==> src/verilog/sarc_defines.svh <==
/*
  Constants of the converter control block: register offsets, field
  positions, reset values, encodings and sequencing counts.
  Assumes inclusion by bare name from the package and the design modules.
*/
// Summary of operation
// Justify/shift 000 gives right-justified; 100 puts the 10-bit code at 15:6.
// Single sample stores a 10-bit unsigned code, all unused bits zero.
// Repeat above one sums 4 to 64 samples; result updates after the last.
// Sample count comes from the repeat-count field of accumulator config.
// Software keeps right justification whenever repeat count exceeds one.
// A 16-bit accumulator, shifted right one to three places when selected.
// Conversion clock divides system clock, or low-power oscillator in burst.
// Start source: busy write, timer 0/2/3 overflow, or external pin rise.
// Busy bit stays one for the whole conversion, then returns to zero.
// Busy falling sets the done flag; result valid while it reads one.
// Software polls the done flag, not the busy bit.
// Timers 2/3 trigger on low-byte overflow in 8-bit mode, else high-byte.
// Software makes the port skip the external start pin when used.
// Inside mode flags results strictly between the two thresholds.
// Outside mode flags results strictly below greater-than or above less-than.
// Justify/shift 001, 010, 011 shift right by one, two, three bits.
// A control bit picks inside or outside window; compare formatted word.
`ifndef SARC_DEFINES_SVH
`define SARC_DEFINES_SVH
`define SARC_ADDR_CONTROL 8'h00
`define SARC_ADDR_CONFIG 8'h04
`define SARC_ADDR_ACCUM 8'h08
`define SARC_ADDR_RESULT 8'h0C
`define SARC_ADDR_GT 8'h10
`define SARC_ADDR_LT 8'h14
`define SARC_CTL_MODE_LSB 0
`define SARC_CTL_WINSEL 3
`define SARC_CTL_BUSY 4
`define SARC_CTL_WINFLAG 5
`define SARC_CTL_DONE 6
`define SARC_CFG_DIV_LSB 0
`define SARC_CFG_BURST 8
`define SARC_ACC_SJST_LSB 0
`define SARC_ACC_RPT_LSB 3
`define SARC_RST_MODE 3'h0
`define SARC_RST_DIV 5'h04
`define SARC_RST_SJST 3'h0
`define SARC_RST_RPT 3'h0
`define SARC_RST_GT 16'hFFFF
`define SARC_RST_LT 16'h0000
`define SARC_SJST_LEFT 3'h4
`define SARC_CONV_TICKS 5'h0C
`define SARC_MODE_SOFT 3'h0
`define SARC_MODE_TMR0 3'h1
`define SARC_MODE_TMR2 3'h2
`define SARC_MODE_TMR3 3'h3
`define SARC_MODE_EXT 3'h4
`endif

==> src/verilog/sarc_pkg.sv <==
/*
  Types of the converter control block.
  Assumes the constants header is on the include path.
*/
`include "sarc_defines.svh"
package sarc_pkg;
  typedef enum logic [1:0] {
    SARC_IDLE = 2'b01,
    SARC_CONV = 2'b10
  } sarc_state_e;
  typedef logic [2:0] sarc_mode_t;
  typedef logic [15:0] sarc_word_t;
endpackage : sarc_pkg

==> src/verilog/sarc_fmt_if.sv <==
/*
  Carries the raw sum and format settings to the formatter and the
  formatted word and window verdict back.
  Assumes one producer and one formatter, both on one clock.
*/
interface sarc_fmt_if;
  logic [15:0] sum;
  logic [2:0] justShift;
  logic [15:0] gtThr;
  logic [15:0] ltThr;
  logic winOutside;
  logic [15:0] result;
  logic winHit;
  modport src (output sum, justShift, gtThr, ltThr, winOutside,
    input result, winHit);
  modport fmt (input sum, justShift, gtThr, ltThr, winOutside,
    output result, winHit);
endinterface : sarc_fmt_if

==> src/verilog/sarc_format.sv <==
/*
  Formats the accumulated sum into the result word and checks it
  against the window thresholds. Purely combinational.
  Assumes the sum holds a single 10-bit code when one sample is taken.
*/
`include "sarc_defines.svh"
module sarc_format (
  // Sum in, formatted word out
  sarc_fmt_if.fmt fi
);
  import sarc_pkg::*;

  always_comb begin
    if (fi.justShift == `SARC_SJST_LEFT) begin
      fi.result = {fi.sum[9:0], 6'h00};
    end else begin
      fi.result = fi.sum >> fi.justShift[1:0]; // see see
    end
  end

  always_comb begin
    if (fi.winOutside) begin
      fi.winHit = (fi.result < fi.gtThr) || (fi.result > fi.ltThr);
    end else begin
      fi.winHit = (fi.result > fi.gtThr) && (fi.result < fi.ltThr);
    end
  end
endmodule : sarc_format

==> src/verilog/sarc_clkdiv.sv <==
/*
  Conversion clock divider. Counts system clocks, or low-power
  oscillator edges in burst mode, and wraps every divider+1 events.
  Assumes lpTick is already synchronised to clk_sys.
*/
module sarc_clkdiv (
  // Clock and reset
  input wire logic clk_sys,
  input wire logic reset,
  // Control
  input wire logic run,
  input wire logic burst,
  input wire logic [4:0] divider,
  input wire logic lpTick,
  // Output
  output logic tick,
  output logic convClk
);
  import sarc_pkg::*;
  logic [4:0] cnt;
  logic [4:0] next_cnt;
  logic next_tick;
  logic next_convClk;
  logic srcEvent;

  always_comb begin
    srcEvent = burst ? lpTick : 1'b1;
    next_cnt = cnt;
    next_tick = 1'b0;
    next_convClk = convClk;
    if (!run) begin
      next_cnt = 5'h00;
      next_convClk = 1'b0;
    end else if (srcEvent) begin
      if (cnt == divider) begin
        next_cnt = 5'h00;
        next_convClk = ~convClk;
        next_tick = ~convClk;
      end else begin
        next_cnt = cnt + 5'h01;
      end
    end
  end

  always_ff @(posedge clk_sys) begin
    if (reset) begin
      cnt <= 5'h00;
      tick <= 1'b0;
      convClk <= 1'b0;
    end else begin
      cnt <= next_cnt;
      tick <= next_tick;
      convClk <= next_convClk;
    end
  end
endmodule : sarc_clkdiv

==> src/verilog/sarc_top.sv <==
/*
  Converter control block top: APB register slave, start source
  selection, conversion sequencer, accumulator and result capture.
  Assumes the analogue core presents a stable 10-bit code at the end
  of each conversion on clk_sys; timer overflows are clk_sys pulses;
  the external start and low-power oscillator arrive asynchronously.
*/
`include "sarc_defines.svh"
module sarc_top (
  // Clock and reset
  input wire logic clk_sys,
  input wire logic reset,
  // APB slave
  input wire logic psel,
  input wire logic penable,
  input wire logic pwrite,
  input wire logic [7:0] paddr,
  input wire logic [31:0] pwdata,
  output logic [31:0] prdata,
  output logic pready,
  output logic pslverr,
  // Start sources
  input wire logic timer0Ovf,
  input wire logic timer2LowOvf,
  input wire logic timer2HighOvf,
  input wire logic timer2Split,
  input wire logic timer3LowOvf,
  input wire logic timer3HighOvf,
  input wire logic timer3Split,
  input wire logic externalStartInput,
  // Low-power oscillator
  input wire logic lpOscIn,
  // Analogue core
  input wire logic [9:0] adcCode,
  output logic convStart,
  output logic conversionClock,
  // Status
  output logic conversionBusyBit,
  output logic conversionDoneFlag,
  output logic windowMatchFlag
);
  import sarc_pkg::*;

  sarc_fmt_if fmtBus ();

  // Configuration registers
  sarc_mode_t startMode;
  sarc_mode_t next_startMode;
  logic winOutside;
  logic next_winOutside;
  logic [4:0] clockDividerField;
  logic [4:0] next_clockDividerField;
  logic burstModeEnable;
  logic next_burstModeEnable;
  logic [2:0] justifyShiftField;
  logic [2:0] next_justifyShiftField;
  logic [2:0] repeatCountField;
  logic [2:0] next_repeatCountField;
  sarc_word_t gtThr;
  sarc_word_t next_gtThr;
  sarc_word_t ltThr;
  sarc_word_t next_ltThr;
  logic [31:0] next_prdata;
  logic next_pready;
  logic next_pslverr;
  logic next_conversionDoneFlag;
  logic next_windowMatchFlag;

  // Sequencer state
  sarc_state_e state;
  sarc_state_e next_state;
  logic [4:0] tickCnt;
  logic [4:0] next_tickCnt;
  logic [6:0] sampleCnt;
  logic [6:0] next_sampleCnt;
  sarc_word_t accum;
  sarc_word_t next_accum;
  sarc_word_t result;
  sarc_word_t next_result;
  logic next_convStart;
  logic next_conversionBusyBit;

  // Synchronisers and edge detectors
  logic extMeta;
  logic extSync;
  logic extLast;
  logic lpMeta;
  logic lpSync;
  logic lpLast;

  logic access;
  logic wrAccess;
  logic softStart;
  logic trigger;
  logic convTick;
  logic lastTick;
  logic lastSample;
  logic setDone;
  logic setWindow;
  logic extRise;
  logic lpTick;

  function automatic logic [6:0] sample_total(input logic [2:0] rpt);
    logic [6:0] n;
    n = 7'h01;
    unique case (rpt)
      3'h1: n = 7'h04;
      3'h2: n = 7'h08;
      3'h3: n = 7'h10;
      3'h4: n = 7'h20;
      3'h5: n = 7'h40;
      default: n = 7'h01;
    endcase
    return n;
  endfunction : sample_total

  sarc_clkdiv u_clkdiv (
    .clk_sys(clk_sys),
    .reset(reset),
    .run(state == SARC_CONV),
    .burst(burstModeEnable),
    .divider(clockDividerField),
    .lpTick(lpTick),
    .tick(convTick),
    .convClk(conversionClock)
  );

  sarc_format u_format (
    .fi(fmtBus)
  );

  assign fmtBus.sum = accum + {6'h00, adcCode}; // see
  assign fmtBus.justShift = justifyShiftField;
  assign fmtBus.gtThr = gtThr;
  assign fmtBus.ltThr = ltThr;
  assign fmtBus.winOutside = winOutside;

  // Pin inputs pass two flops before use
  always_ff @(posedge clk_sys) begin
    if (reset) begin
      extMeta <= 1'b0;
      extSync <= 1'b0;
      extLast <= 1'b0;
      lpMeta <= 1'b0;
      lpSync <= 1'b0;
      lpLast <= 1'b0;
    end else begin
      extMeta <= externalStartInput;
      extSync <= extMeta;
      extLast <= extSync;
      lpMeta <= lpOscIn;
      lpSync <= lpMeta;
      lpLast <= lpSync;
    end
  end

  assign extRise = extSync & ~extLast;
  assign lpTick = lpSync & ~lpLast;

  // Bus decode
  assign access = psel & penable & pready;
  assign wrAccess = access & pwrite;
  assign softStart = wrAccess && (paddr == `SARC_ADDR_CONTROL) &&
    pwdata[`SARC_CTL_BUSY];

  // Start source selection
  always_comb begin
    unique case (startMode)
      `SARC_MODE_SOFT: trigger = softStart;
      `SARC_MODE_TMR0: trigger = timer0Ovf;
      `SARC_MODE_TMR2:
        trigger = timer2Split ? timer2LowOvf : timer2HighOvf;
      `SARC_MODE_TMR3:
        trigger = timer3Split ? timer3LowOvf : timer3HighOvf;
      `SARC_MODE_EXT: trigger = extRise; // see
      default: trigger = 1'b0;
    endcase
  end

  // Sequencer
  assign lastTick = convTick && (tickCnt == `SARC_CONV_TICKS - 5'h01);
  assign lastSample = lastTick &&
    (sampleCnt == sample_total(repeatCountField) - 7'h01);
  assign setDone = lastSample;
  assign setWindow = lastSample && fmtBus.winHit;

  always_comb begin
    next_state = state;
    next_tickCnt = tickCnt;
    next_sampleCnt = sampleCnt;
    next_accum = accum;
    next_result = result;
    next_convStart = 1'b0;
    next_conversionBusyBit = conversionBusyBit;
    unique case (state)
      SARC_IDLE: begin
        if (trigger) begin
          next_state = SARC_CONV;
          next_tickCnt = 5'h00;
          next_sampleCnt = 7'h00;
          next_accum = 16'h0000;
          next_convStart = 1'b1;
          next_conversionBusyBit = 1'b1;
        end
      end
      SARC_CONV: begin
        if (lastSample) begin
          next_state = SARC_IDLE;
          next_result = fmtBus.result; // see
          next_conversionBusyBit = 1'b0;
        end else if (lastTick) begin
          next_tickCnt = 5'h00;
          next_sampleCnt = sampleCnt + 7'h01;
          next_accum = fmtBus.sum; // see
          next_convStart = 1'b1;
        end else if (convTick) begin
          next_tickCnt = tickCnt + 5'h01;
        end
      end
    endcase
  end

  always_ff @(posedge clk_sys) begin
    if (reset) begin
      state <= SARC_IDLE;
      tickCnt <= 5'h00;
      sampleCnt <= 7'h00;
      accum <= 16'h0000;
      result <= 16'h0000;
      convStart <= 1'b0;
      conversionBusyBit <= 1'b0;
    end else begin
      state <= next_state;
      tickCnt <= next_tickCnt;
      sampleCnt <= next_sampleCnt;
      accum <= next_accum;
      result <= next_result;
      convStart <= next_convStart;
      conversionBusyBit <= next_conversionBusyBit;
    end
  end

  // Register file and APB answer
  always_comb begin
    next_startMode = startMode;
    next_winOutside = winOutside;
    next_clockDividerField = clockDividerField;
    next_burstModeEnable = burstModeEnable;
    next_justifyShiftField = justifyShiftField;
    next_repeatCountField = repeatCountField;
    next_gtThr = gtThr;
    next_ltThr = ltThr;
    next_conversionDoneFlag = conversionDoneFlag;
    next_windowMatchFlag = windowMatchFlag;
    next_pready = psel & penable & ~pready;
    next_prdata = 32'h0000_0000;
    next_pslverr = 1'b0;
    if (wrAccess) begin
      unique case (paddr)
        `SARC_ADDR_CONTROL: begin
          next_startMode = pwdata[`SARC_CTL_MODE_LSB +: 3];
          next_winOutside = pwdata[`SARC_CTL_WINSEL];
          if (!pwdata[`SARC_CTL_DONE]) begin
            next_conversionDoneFlag = 1'b0;
          end
          if (!pwdata[`SARC_CTL_WINFLAG]) begin
            next_windowMatchFlag = 1'b0;
          end
        end
        `SARC_ADDR_CONFIG: begin
          next_clockDividerField = pwdata[`SARC_CFG_DIV_LSB +: 5];
          next_burstModeEnable = pwdata[`SARC_CFG_BURST];
        end
        `SARC_ADDR_ACCUM: begin
          next_justifyShiftField = pwdata[`SARC_ACC_SJST_LSB +: 3];
          next_repeatCountField = pwdata[`SARC_ACC_RPT_LSB +: 3];
        end
        `SARC_ADDR_GT: next_gtThr = pwdata[15:0];
        `SARC_ADDR_LT: next_ltThr = pwdata[15:0];
        default: ;
      endcase
    end
    // Hardware set wins over a software clear in the same cycle
    if (setDone) begin
      next_conversionDoneFlag = 1'b1; // see
    end
    if (setWindow) begin
      next_windowMatchFlag = 1'b1; // see
    end
    if (psel & penable & ~pready) begin
      unique case (paddr)
        `SARC_ADDR_CONTROL: begin
          next_prdata[`SARC_CTL_MODE_LSB +: 3] = startMode;
          next_prdata[`SARC_CTL_WINSEL] = winOutside;
          next_prdata[`SARC_CTL_BUSY] = conversionBusyBit;
          next_prdata[`SARC_CTL_WINFLAG] = windowMatchFlag;
          next_prdata[`SARC_CTL_DONE] = conversionDoneFlag;
        end
        `SARC_ADDR_CONFIG: begin
          next_prdata[`SARC_CFG_DIV_LSB +: 5] = clockDividerField;
          next_prdata[`SARC_CFG_BURST] = burstModeEnable;
        end
        `SARC_ADDR_ACCUM: begin
          next_prdata[`SARC_ACC_SJST_LSB +: 3] = justifyShiftField;
          next_prdata[`SARC_ACC_RPT_LSB +: 3] = repeatCountField;
        end
        `SARC_ADDR_RESULT: next_prdata[15:0] = result;
        `SARC_ADDR_GT: next_prdata[15:0] = gtThr;
        `SARC_ADDR_LT: next_prdata[15:0] = ltThr;
        default: next_pslverr = 1'b1;
      endcase
    end
  end

  always_ff @(posedge clk_sys) begin
    if (reset) begin
      startMode <= `SARC_RST_MODE;
      winOutside <= 1'b0;
      clockDividerField <= `SARC_RST_DIV;
      burstModeEnable <= 1'b0;
      justifyShiftField <= `SARC_RST_SJST;
      repeatCountField <= `SARC_RST_RPT;
      gtThr <= `SARC_RST_GT;
      ltThr <= `SARC_RST_LT;
      conversionDoneFlag <= 1'b0;
      windowMatchFlag <= 1'b0;
      prdata <= 32'h0000_0000;
      pready <= 1'b0;
      pslverr <= 1'b0;
    end else begin
      startMode <= next_startMode;
      winOutside <= next_winOutside;
      clockDividerField <= next_clockDividerField;
      burstModeEnable <= next_burstModeEnable;
      justifyShiftField <= next_justifyShiftField;
      repeatCountField <= next_repeatCountField;
      gtThr <= next_gtThr;
      ltThr <= next_ltThr;
      conversionDoneFlag <= next_conversionDoneFlag;
      windowMatchFlag <= next_windowMatchFlag;
      prdata <= next_prdata;
      pready <= next_pready;
      pslverr <= next_pslverr;
    end
  end
endmodule : sarc_top

==> config.mk <==
export PLATFORM = sky130hd
export DESIGN_NAME = sarc_top
export DESIGN_NICKNAME = d
export VERILOG_FILES = /design/src/verilog/sarc_pkg.sv /design/src/verilog/sarc_fmt_if.sv /design/src/verilog/sarc_format.sv /design/src/verilog/sarc_clkdiv.sv /design/src/verilog/sarc_top.sv
export VERILOG_INCLUDE_DIRS = /design/src /design/src/verilog
export SDC_FILE = /design/constraint.sdc
export NUM_CORES = 1
export LEC_CHECK = 0
export ABC_AREA = 0
export BUFFER_PORTS_ARGS = -buffer_cell sky130_fd_sc_hd__buf_2
export CAP_MARGIN = 10
export CORE_ASPECT_RATIO = 0.5
export CORE_MARGIN = 1
export CORE_UTILIZATION = 50
export DETAILED_ROUTE_END_ITERATION = 7
export GPL_ROUTABILITY_DRIVEN = 0
export PLACE_DENSITY = 0.74
export SLEW_MARGIN = 5
export SYNTH_ARGS = -nofsm -noshare
export SYNTH_HDL_FRONTEND = slang
export SYNTH_HIERARCHICAL = 1
export SYNTH_SLANG_ARGS = --single-unit
==> constraint.sdc <==
create_clock -name clk_sys -period 11.4 [get_ports clk_sys]
set_input_delay 0.57 -clock clk_sys [delete_from_list [all_inputs] [get_ports clk_sys]]
set_output_delay 0.57 -clock clk_sys [all_outputs]
set_load 0.02 [all_outputs]
======== Word-level counts from Yosys, hierarchy flattened ========
Cells that the tools add are included.
operators by class
  equal/unequal tests ..................... 27
  magnitude comparators ................... 4
  shift-type cells ........................ 1
  $add $sub $neg .......................... 5
  reductions and logical operators ........ 29
  multiplexer cells ....................... 46
  bitwise logic cells ..................... 14
operators with widths
  kind                                            number
  two-way mux 16 bit                              4
  case mux 7 bit (5 select lines)                 1
  > comparator 16 bit                             2
  < comparator 16 bit                             2
  case mux 16 bit (2 select lines)                1
  case mux 5 bit (6 select lines)                 1
  two-way mux 5 bit                               5
  two-way mux 7 bit                               3
  case mux 7 bit (3 select lines)                 1
  two-way mux 1 bit                               18
  adder 16 x 10 -> 16 bit                         1
  == test 8 x 4 -> 1 bit (second input constant)  2
  == test 8 x 5 -> 1 bit (second input constant)  2
  AND reduction 2 bit                             8
  right shift 16 x 2 -> 16 bit                    1
  case mux 7 bit (2 select lines)                 1
  == test 3 x 2 -> 1 bit (second input constant)  4
  == test 3 bit (second input constant)           4
  AND reduction 3 bit                             4
  adder 5 x 1 -> 5 bit (second input constant)    2
  case mux 1 bit (5 select lines)                 2
  case mux 5 bit (2 select lines)                 1
  == test 8 x 3 -> 1 bit (second input constant)  1
  logical NOT 8 bit                               1
  25 further kinds                                54
word-level totals
  bits of input ports ..................... 64
  logic and storage cells ................. 156
  bits in registers ....................... 145
  output and inout bits ................... 39

======== Longest topological paths before layout ========
  word-level depth ........................ 9
  mapped depth ............................ 20
  mapped depth without buffers ............ 20

======== By module ========
The synthesis kept the hierarchy.
modules (own cells, without submodules)
  module       area each (µm²)  cells an instance  instances  seq. area each (µm²)
  sarc_top     5824.3           682                1          2422.3
  sarc_format  1326.3           190                1          0.0
  sarc_clkdiv  369.1            37                 1          140.1

======== Worst setup path before layout ========
No wires, ideal clock.
  path type ............................... input to register
  start point ............................. input port adcCode[0]
  end point ............................... register windowMatchFlag
  arrival time ............................ 4.412 ns
  setup time .............................. 0.071 ns
  slack ................................... 6.917 ns
  buffers on the path ..................... 0
  data required time ...................... 11.329 ns
  stages on the path ...................... 19
  path through ............................ ha_1 > inv_1 > fa_1 > nand2b_1 > a21oi_1 > o31a_1 > a31oi_1 > nor2_1 > xor2_1 > mux2_2 > mux4_2 > ha_1 > nand4_1 > nor2_1 > a221o_1 > or3_1 > o211ai_1 > nand3_1 > a21oi_1
between the ends
  cells in the longest elaborated chain, start to end .. 9
  elaborated cells on any way between the ends .. 16
  classes of those cells .................. add/sub: 1; order compare: 4; eq/ne: 1; shift: 1; mux: 3; reduce/logical: 6
ends and longest elaborated chain
  element                                                                 RTL line                              source
  from (decl)                                                             sarc_top.sv:34                        input wire logic [9:0] adcCode,
  adder 16 x 10 -> 16 bit *                                               sarc_top.sv:132                       assign fmtBus.sum = accum + {6'h00, adcCode};
  named net fmtBus.sum[12]                                                sarc_fmt_if.sv:7                      logic [15:0] sum;
  right shift 16 x 2 -> 16 bit *                                          sarc_format.sv:17                     fi.result = fi.sum >> fi.justShift[1:0];
  two-way mux 16 bit *                                                    sarc_format.sv:14                     if (fi.justShift == `SARC_SJST_LEFT) begin
  named net fmtBus.result[12]                                             sarc_fmt_if.sv:12                     logic [15:0] result;
  > comparator 16 bit (tied with other cells)                             sarc_format.sv:25                     fi.winHit = (fi.result > fi.gtThr) && (fi.result < fi.ltThr);
  logical AND 1 bit or logical OR 1 bit (tied branches)                   sarc_format.sv:25, sarc_format.sv:23
  two-way mux 1 bit *                                                     sarc_format.sv:22                     if (fi.winOutside) begin
  named net fmtBus.winHit                                                 sarc_fmt_if.sv:13                     logic winHit;
  logical AND 1 bit *                                                     sarc_top.sv:185                       assign setWindow = lastSample && fmtBus.winHit;
  != test 2 x 1 -> 1 bit (no line) or nonzero test 2 bit (tied branches)  --
  AND reduction 3 bit (no line)                                           --
  to (signal assigned)                                                    sarc_top.sv:340                       windowMatchFlag <= next_windowMatchFlag;
  to (decl)                                                               sarc_top.sv:40                        output logic windowMatchFlag
The timed path passes the listed nets; every way through them passes the cells marked *.
A chain may end at the register's enable or synchronous reset.

======== Final worst setup path ========
  start point ............................. register accum[3]
  end point ............................... register windowMatchFlag
between the ends
  cells in the longest elaborated chain, start to end .. 9
  elaborated cells on any way between the ends .. 16
  classes of those cells .................. add/sub: 1; order compare: 4; eq/ne: 1; shift: 1; mux: 3; reduce/logical: 6
ends and longest elaborated chain
  element                                                                 RTL line                              source
  from (decl)                                                             sarc_top.sv:76                        sarc_word_t accum;
  from (signal assigned)                                                  sarc_top.sv:236                       accum <= next_accum;
  adder 16 x 10 -> 16 bit *                                               sarc_top.sv:132
  named net fmtBus.sum[13]                                                sarc_fmt_if.sv:7
  right shift 16 x 2 -> 16 bit *                                          sarc_format.sv:17
  two-way mux 16 bit *                                                    sarc_format.sv:14
  named net fmtBus.result[13]                                             sarc_fmt_if.sv:12
  > comparator 16 bit (tied with other cells)                             sarc_format.sv:25
  logical AND 1 bit or logical OR 1 bit (tied branches)                   sarc_format.sv:25, sarc_format.sv:23
  two-way mux 1 bit *                                                     sarc_format.sv:22
  named net fmtBus.winHit                                                 sarc_fmt_if.sv:13
  logical AND 1 bit *                                                     sarc_top.sv:185
  != test 2 x 1 -> 1 bit (no line) or nonzero test 2 bit (tied branches)  --
  AND reduction 3 bit (no line)                                           --
Marked as above.

==> results.tsv <==
stage	metric	value	unit
synthesis	post-synthesis register bit count	128	
global_routing	total track usage	24.68	%
timing	Final setup viols	0	
setup_path	Buf+Inv Stages, Crit Path	0	
finish	final core occ	58.35	%
setup_path	CP startpoint kind	flop	
setup_path	Crit path max-delay family	compound AO/OA/AOI/OAI gates	
floorplanning	Die W	175.4	um
flow_run	max-cap viol count	0	
setup_path	reg2reg end	windowMatchFlag	
drt	DRT Wirelength	18.95	mm
clocking	Max clock buf depth	2	
timing	Rel. slew slack	28.96	%
drt	drt pass-1 iters	5	
power	Pleak	3.726	nW
timing	RSZ-0062 raised after global routing	false	
synthesis	distinct cell type count after synthesis	70	
floorplanning	Core Area	0.01458	mm2
clocking	clk sink count	128	
setup_path	worst r2r src	accum[3]	
floorplanning	Initial Util	51.56	%
clocking	CTS buffer count	17	
drt	vias per cell	5.660	
placed_design	placed inst area	0.007908	mm2
min_path	class of the worst hold path	in -> reg	
setup_path	Worst Path Class, Setup	reg -> reg	
synthesis	Post-synth ARST share	0	%
floorplanning	# rows	31	
global_routing	antenna violations before repair	0	
min_path	hold path start	lpOscIn	
placed_design	HPWL after DPL	13.38	mm
drt	Post-route DRC	0	
finish	fraction of layout cells with a size suffix above 1	16.08	%
drt	wire per inst	16.22	um
min_path	hold path depth	2	
setup_path	arrival time worst endpoint	5.32	ns
clocking	Hold-fix buffers, CTS	0	
timing	worst slew pin tran	1.066	ns
power	pwr dens	125.5	mW/mm2
finish	design area	0.008509	mm2
placed_design	port bufs	70	
clocking	cts repair resizes	0	
clocking	postcts setup bufs	0	
floorplanning	Die Ht	88.72	um
setup_path	crit-path max cell delay	0.60	ns
finish	nets	1069	
synthesis	ranking of synthesized cells by area	dfxtp_1 34%, ha_1 7.7%, nand2_1 6.5%	
timing	Setup TNS Final	0	ns
power	Total Power	1.068	mW
min_path	hold endpoint	lpMeta	
timing	Max Freq	0.2009	GHz
synthesis	Avg Inst Size Synth	8.273	um2
synthesis	Post-synth top cells	130 x nand2_1, 128 x dfxtp_1, 76 x nor2_1	
outcome	outcome	completed	
setup_path	critical path's slowest cell	o41ai_1	
drt	DR iter-0 viols	471	
synthesis	largest family of logic cells by synthesized area	simple AND/OR/NAND/NOR gates	
global_routing	first-pass GRT wire length	30.02	mm
timing	period utilization	43.66	%
floorplanning	die footprint	0.01556	mm2
clocking	CTS root buffer	clkbuf_16	
drt	via count	6611	
synthesis	Synth Area in Adders	7.920	%
timing	Clock Skews	0.009806	ns
synthesis	most frequent cell after synthesis	nand2_1	
finish	Synth-to-Final Area Change	13.16	%
setup_path	Crit. End Element	flop	
drt	DRT antenna net count	0	
clocking	Clock Latency Late Sink	0.41	ns
setup_path	R2R Setup Slk	6.42	ns
finish	diode count	0	
global_routing	vias in the first global route	5966	
synthesis	complex-gate fraction of the synthesized area	14.76	%
setup_path	highest net fanout along the worst path	4	
synthesis	Seq/Total Area, Yosys	34.08	%
power	worst vdd ir	0.1030	mV
synthesis	EDFF count, synth	0	
timing	Final Hold Viols	0	
synthesis	Syn Inst Count	909	
setup_path	reg2reg path depth	19	
synthesis	mux share of post-synthesis cell area	9.534	%
floorplanning	IO Pins	103	
global_routing	GR Overflow Total	0	
synthesis	Synth area leader	dfxtp_1	
timing	WHS	0.3739	ns
clocking	CTS tree	done	
synthesis	XOR/XNOR Fraction of Synth Area	3.128	%
timing	fin crit period	4.977	ns
synthesis	simple-gate share of the synthesized area	23.94	%
synthesis	synthesized area	0.007520	mm2
setup_path	CP Cell Sequence	ha_1, o21ai_0, o21ai_0, a21oi_1, o41ai_1, nand2_1, xnor2_1, mux2i_1, nor2_1, a21oi_1, o21ai_0, ha_1, nand4_1, nor2_1, a221o_1, or3_1, o211ai_1, nand3_1, a21oi_1	
synthesis	Ys Warns	6	
timing	Slew Viols, Final	0	
clocking	H-tree depth	4	
synthesis	Synth top area share	34.08	%
synthesis	Top FF cell, synth	dfxtp_1	
global_routing	largest net degree at the start of global routing	53	
setup_path	CP Data Required Time	11.75	ns
clocking	clock-pin slew on the worst setup and hold paths	0.06	ns
-- final cells by class --
| cell class | instances | area, um2 |
|---|---|---|
| fillers | 1293 | 6075 |
| multi-input cells | 687 | 4518 |
| flip-flops and latches | 128 | 2562 |
| clock buffers | 18 | 439.2 |
| repair buffers | 77 | 402.9 |
| well taps | 198 | 247.7 |
| inverters | 47 | 176.4 |
| clock inverters | 13 | 162.7 |
-- cells in the final DEF, fill, tap and decap left out, types with 14 or more instances in the layout --
| master | instances |
|---|---|
| buf_2 | 70 |
| nand2_1 | 130 |
| dfxtp_1 | 128 |
| a21oi_1 | 74 |
| xnor2_1 | 14 |
| clkbuf_16 | 17 |
| a22o_1 | 16 |
| nand3_1 | 30 |
| mux2i_1 | 39 |
| nand3b_1 | 19 |
| ha_1 | 46 |
| nor2_1 | 76 |
| a22oi_1 | 14 |
| nor2b_1 | 19 |
| nand2b_1 | 16 |
| inv_1 | 47 |
| mux2_2 | 23 |
| conb_1 | 16 |
| o21ai_0 | 26 |
-- kinds of logic (layout without fill, tap and decap cells) --
logic type,Yosys count,count (layout)
AND/OR/NAND/NOR,361,361
AO/OA/AOI/OAI,172,172
flip-flops,128,128
buffers and inverters,109,155
multiplexers,65,65
adder cells (fa/ha/maj),47,47
XOR/XNOR,26,26
other,1,16
-- worst max-delay path by stage --
stage          startpoint         endpoint  slack, ns  cells past startpoint
6_report         accum[3]  windowMatchFlag       6.42                     19
5_1_grt          accum[3]  windowMatchFlag       5.88                     19
4_1_cts          accum[3]  windowMatchFlag       6.47                     19
3_5_place_dp   adcCode[2]  windowMatchFlag       6.28                     20
3_3_place_gp   adcCode[0]  windowMatchFlag       6.28                     20
2_1_floorplan  adcCode[0]  windowMatchFlag       6.92                     19
-- stage by stage --
stage	instances	setup slack, ns
5_1_grt	1168	5.875
3_5_place_dp	1137	6.278
6_report	1168	6.423
3_3_place_gp	1137	6.283
2_1_floorplan	924	6.917
4_1_cts	1168	6.467
-- sequential cells by signal, indices dropped and copies added, names as in the netlist, 3 cells and up --
register and flops:
accum 16, fmtBus.gtThr 16, fmtBus.ltThr 16, prdata 16
result 16, sampleCnt 7, clockDividerField 5, tickCnt 5
u_clkdiv/cnt 5, fmtBus.justShift 3, repeatCountField 3, startMode 3
-- routing by layer --
| metal | share of wire [%] | up-vias | global-route usage [%] |
|---|---|---|---|
| met2 | 44 | 246 | 39.21 |
| met4 | 1.5 | 0 | 8.617 |
| met5 | 0 | - | 0 |
| met3 | 6.5 | 30 | 4.424 |
| met1 | 48 | 3097 | 33.98 |
| li1 | - | 3238 | - |
-- power breakdown --
part           switching (mW)  leakage [nW]  internal (mW)
Clock                   0.211         0.288          0.349
Combinational          0.0377          2.40         0.0213
Sequential           0.000547          1.03          0.449
Total                   0.249          3.73          0.819
No activity file was read; power rests on OpenSTA's default activity.
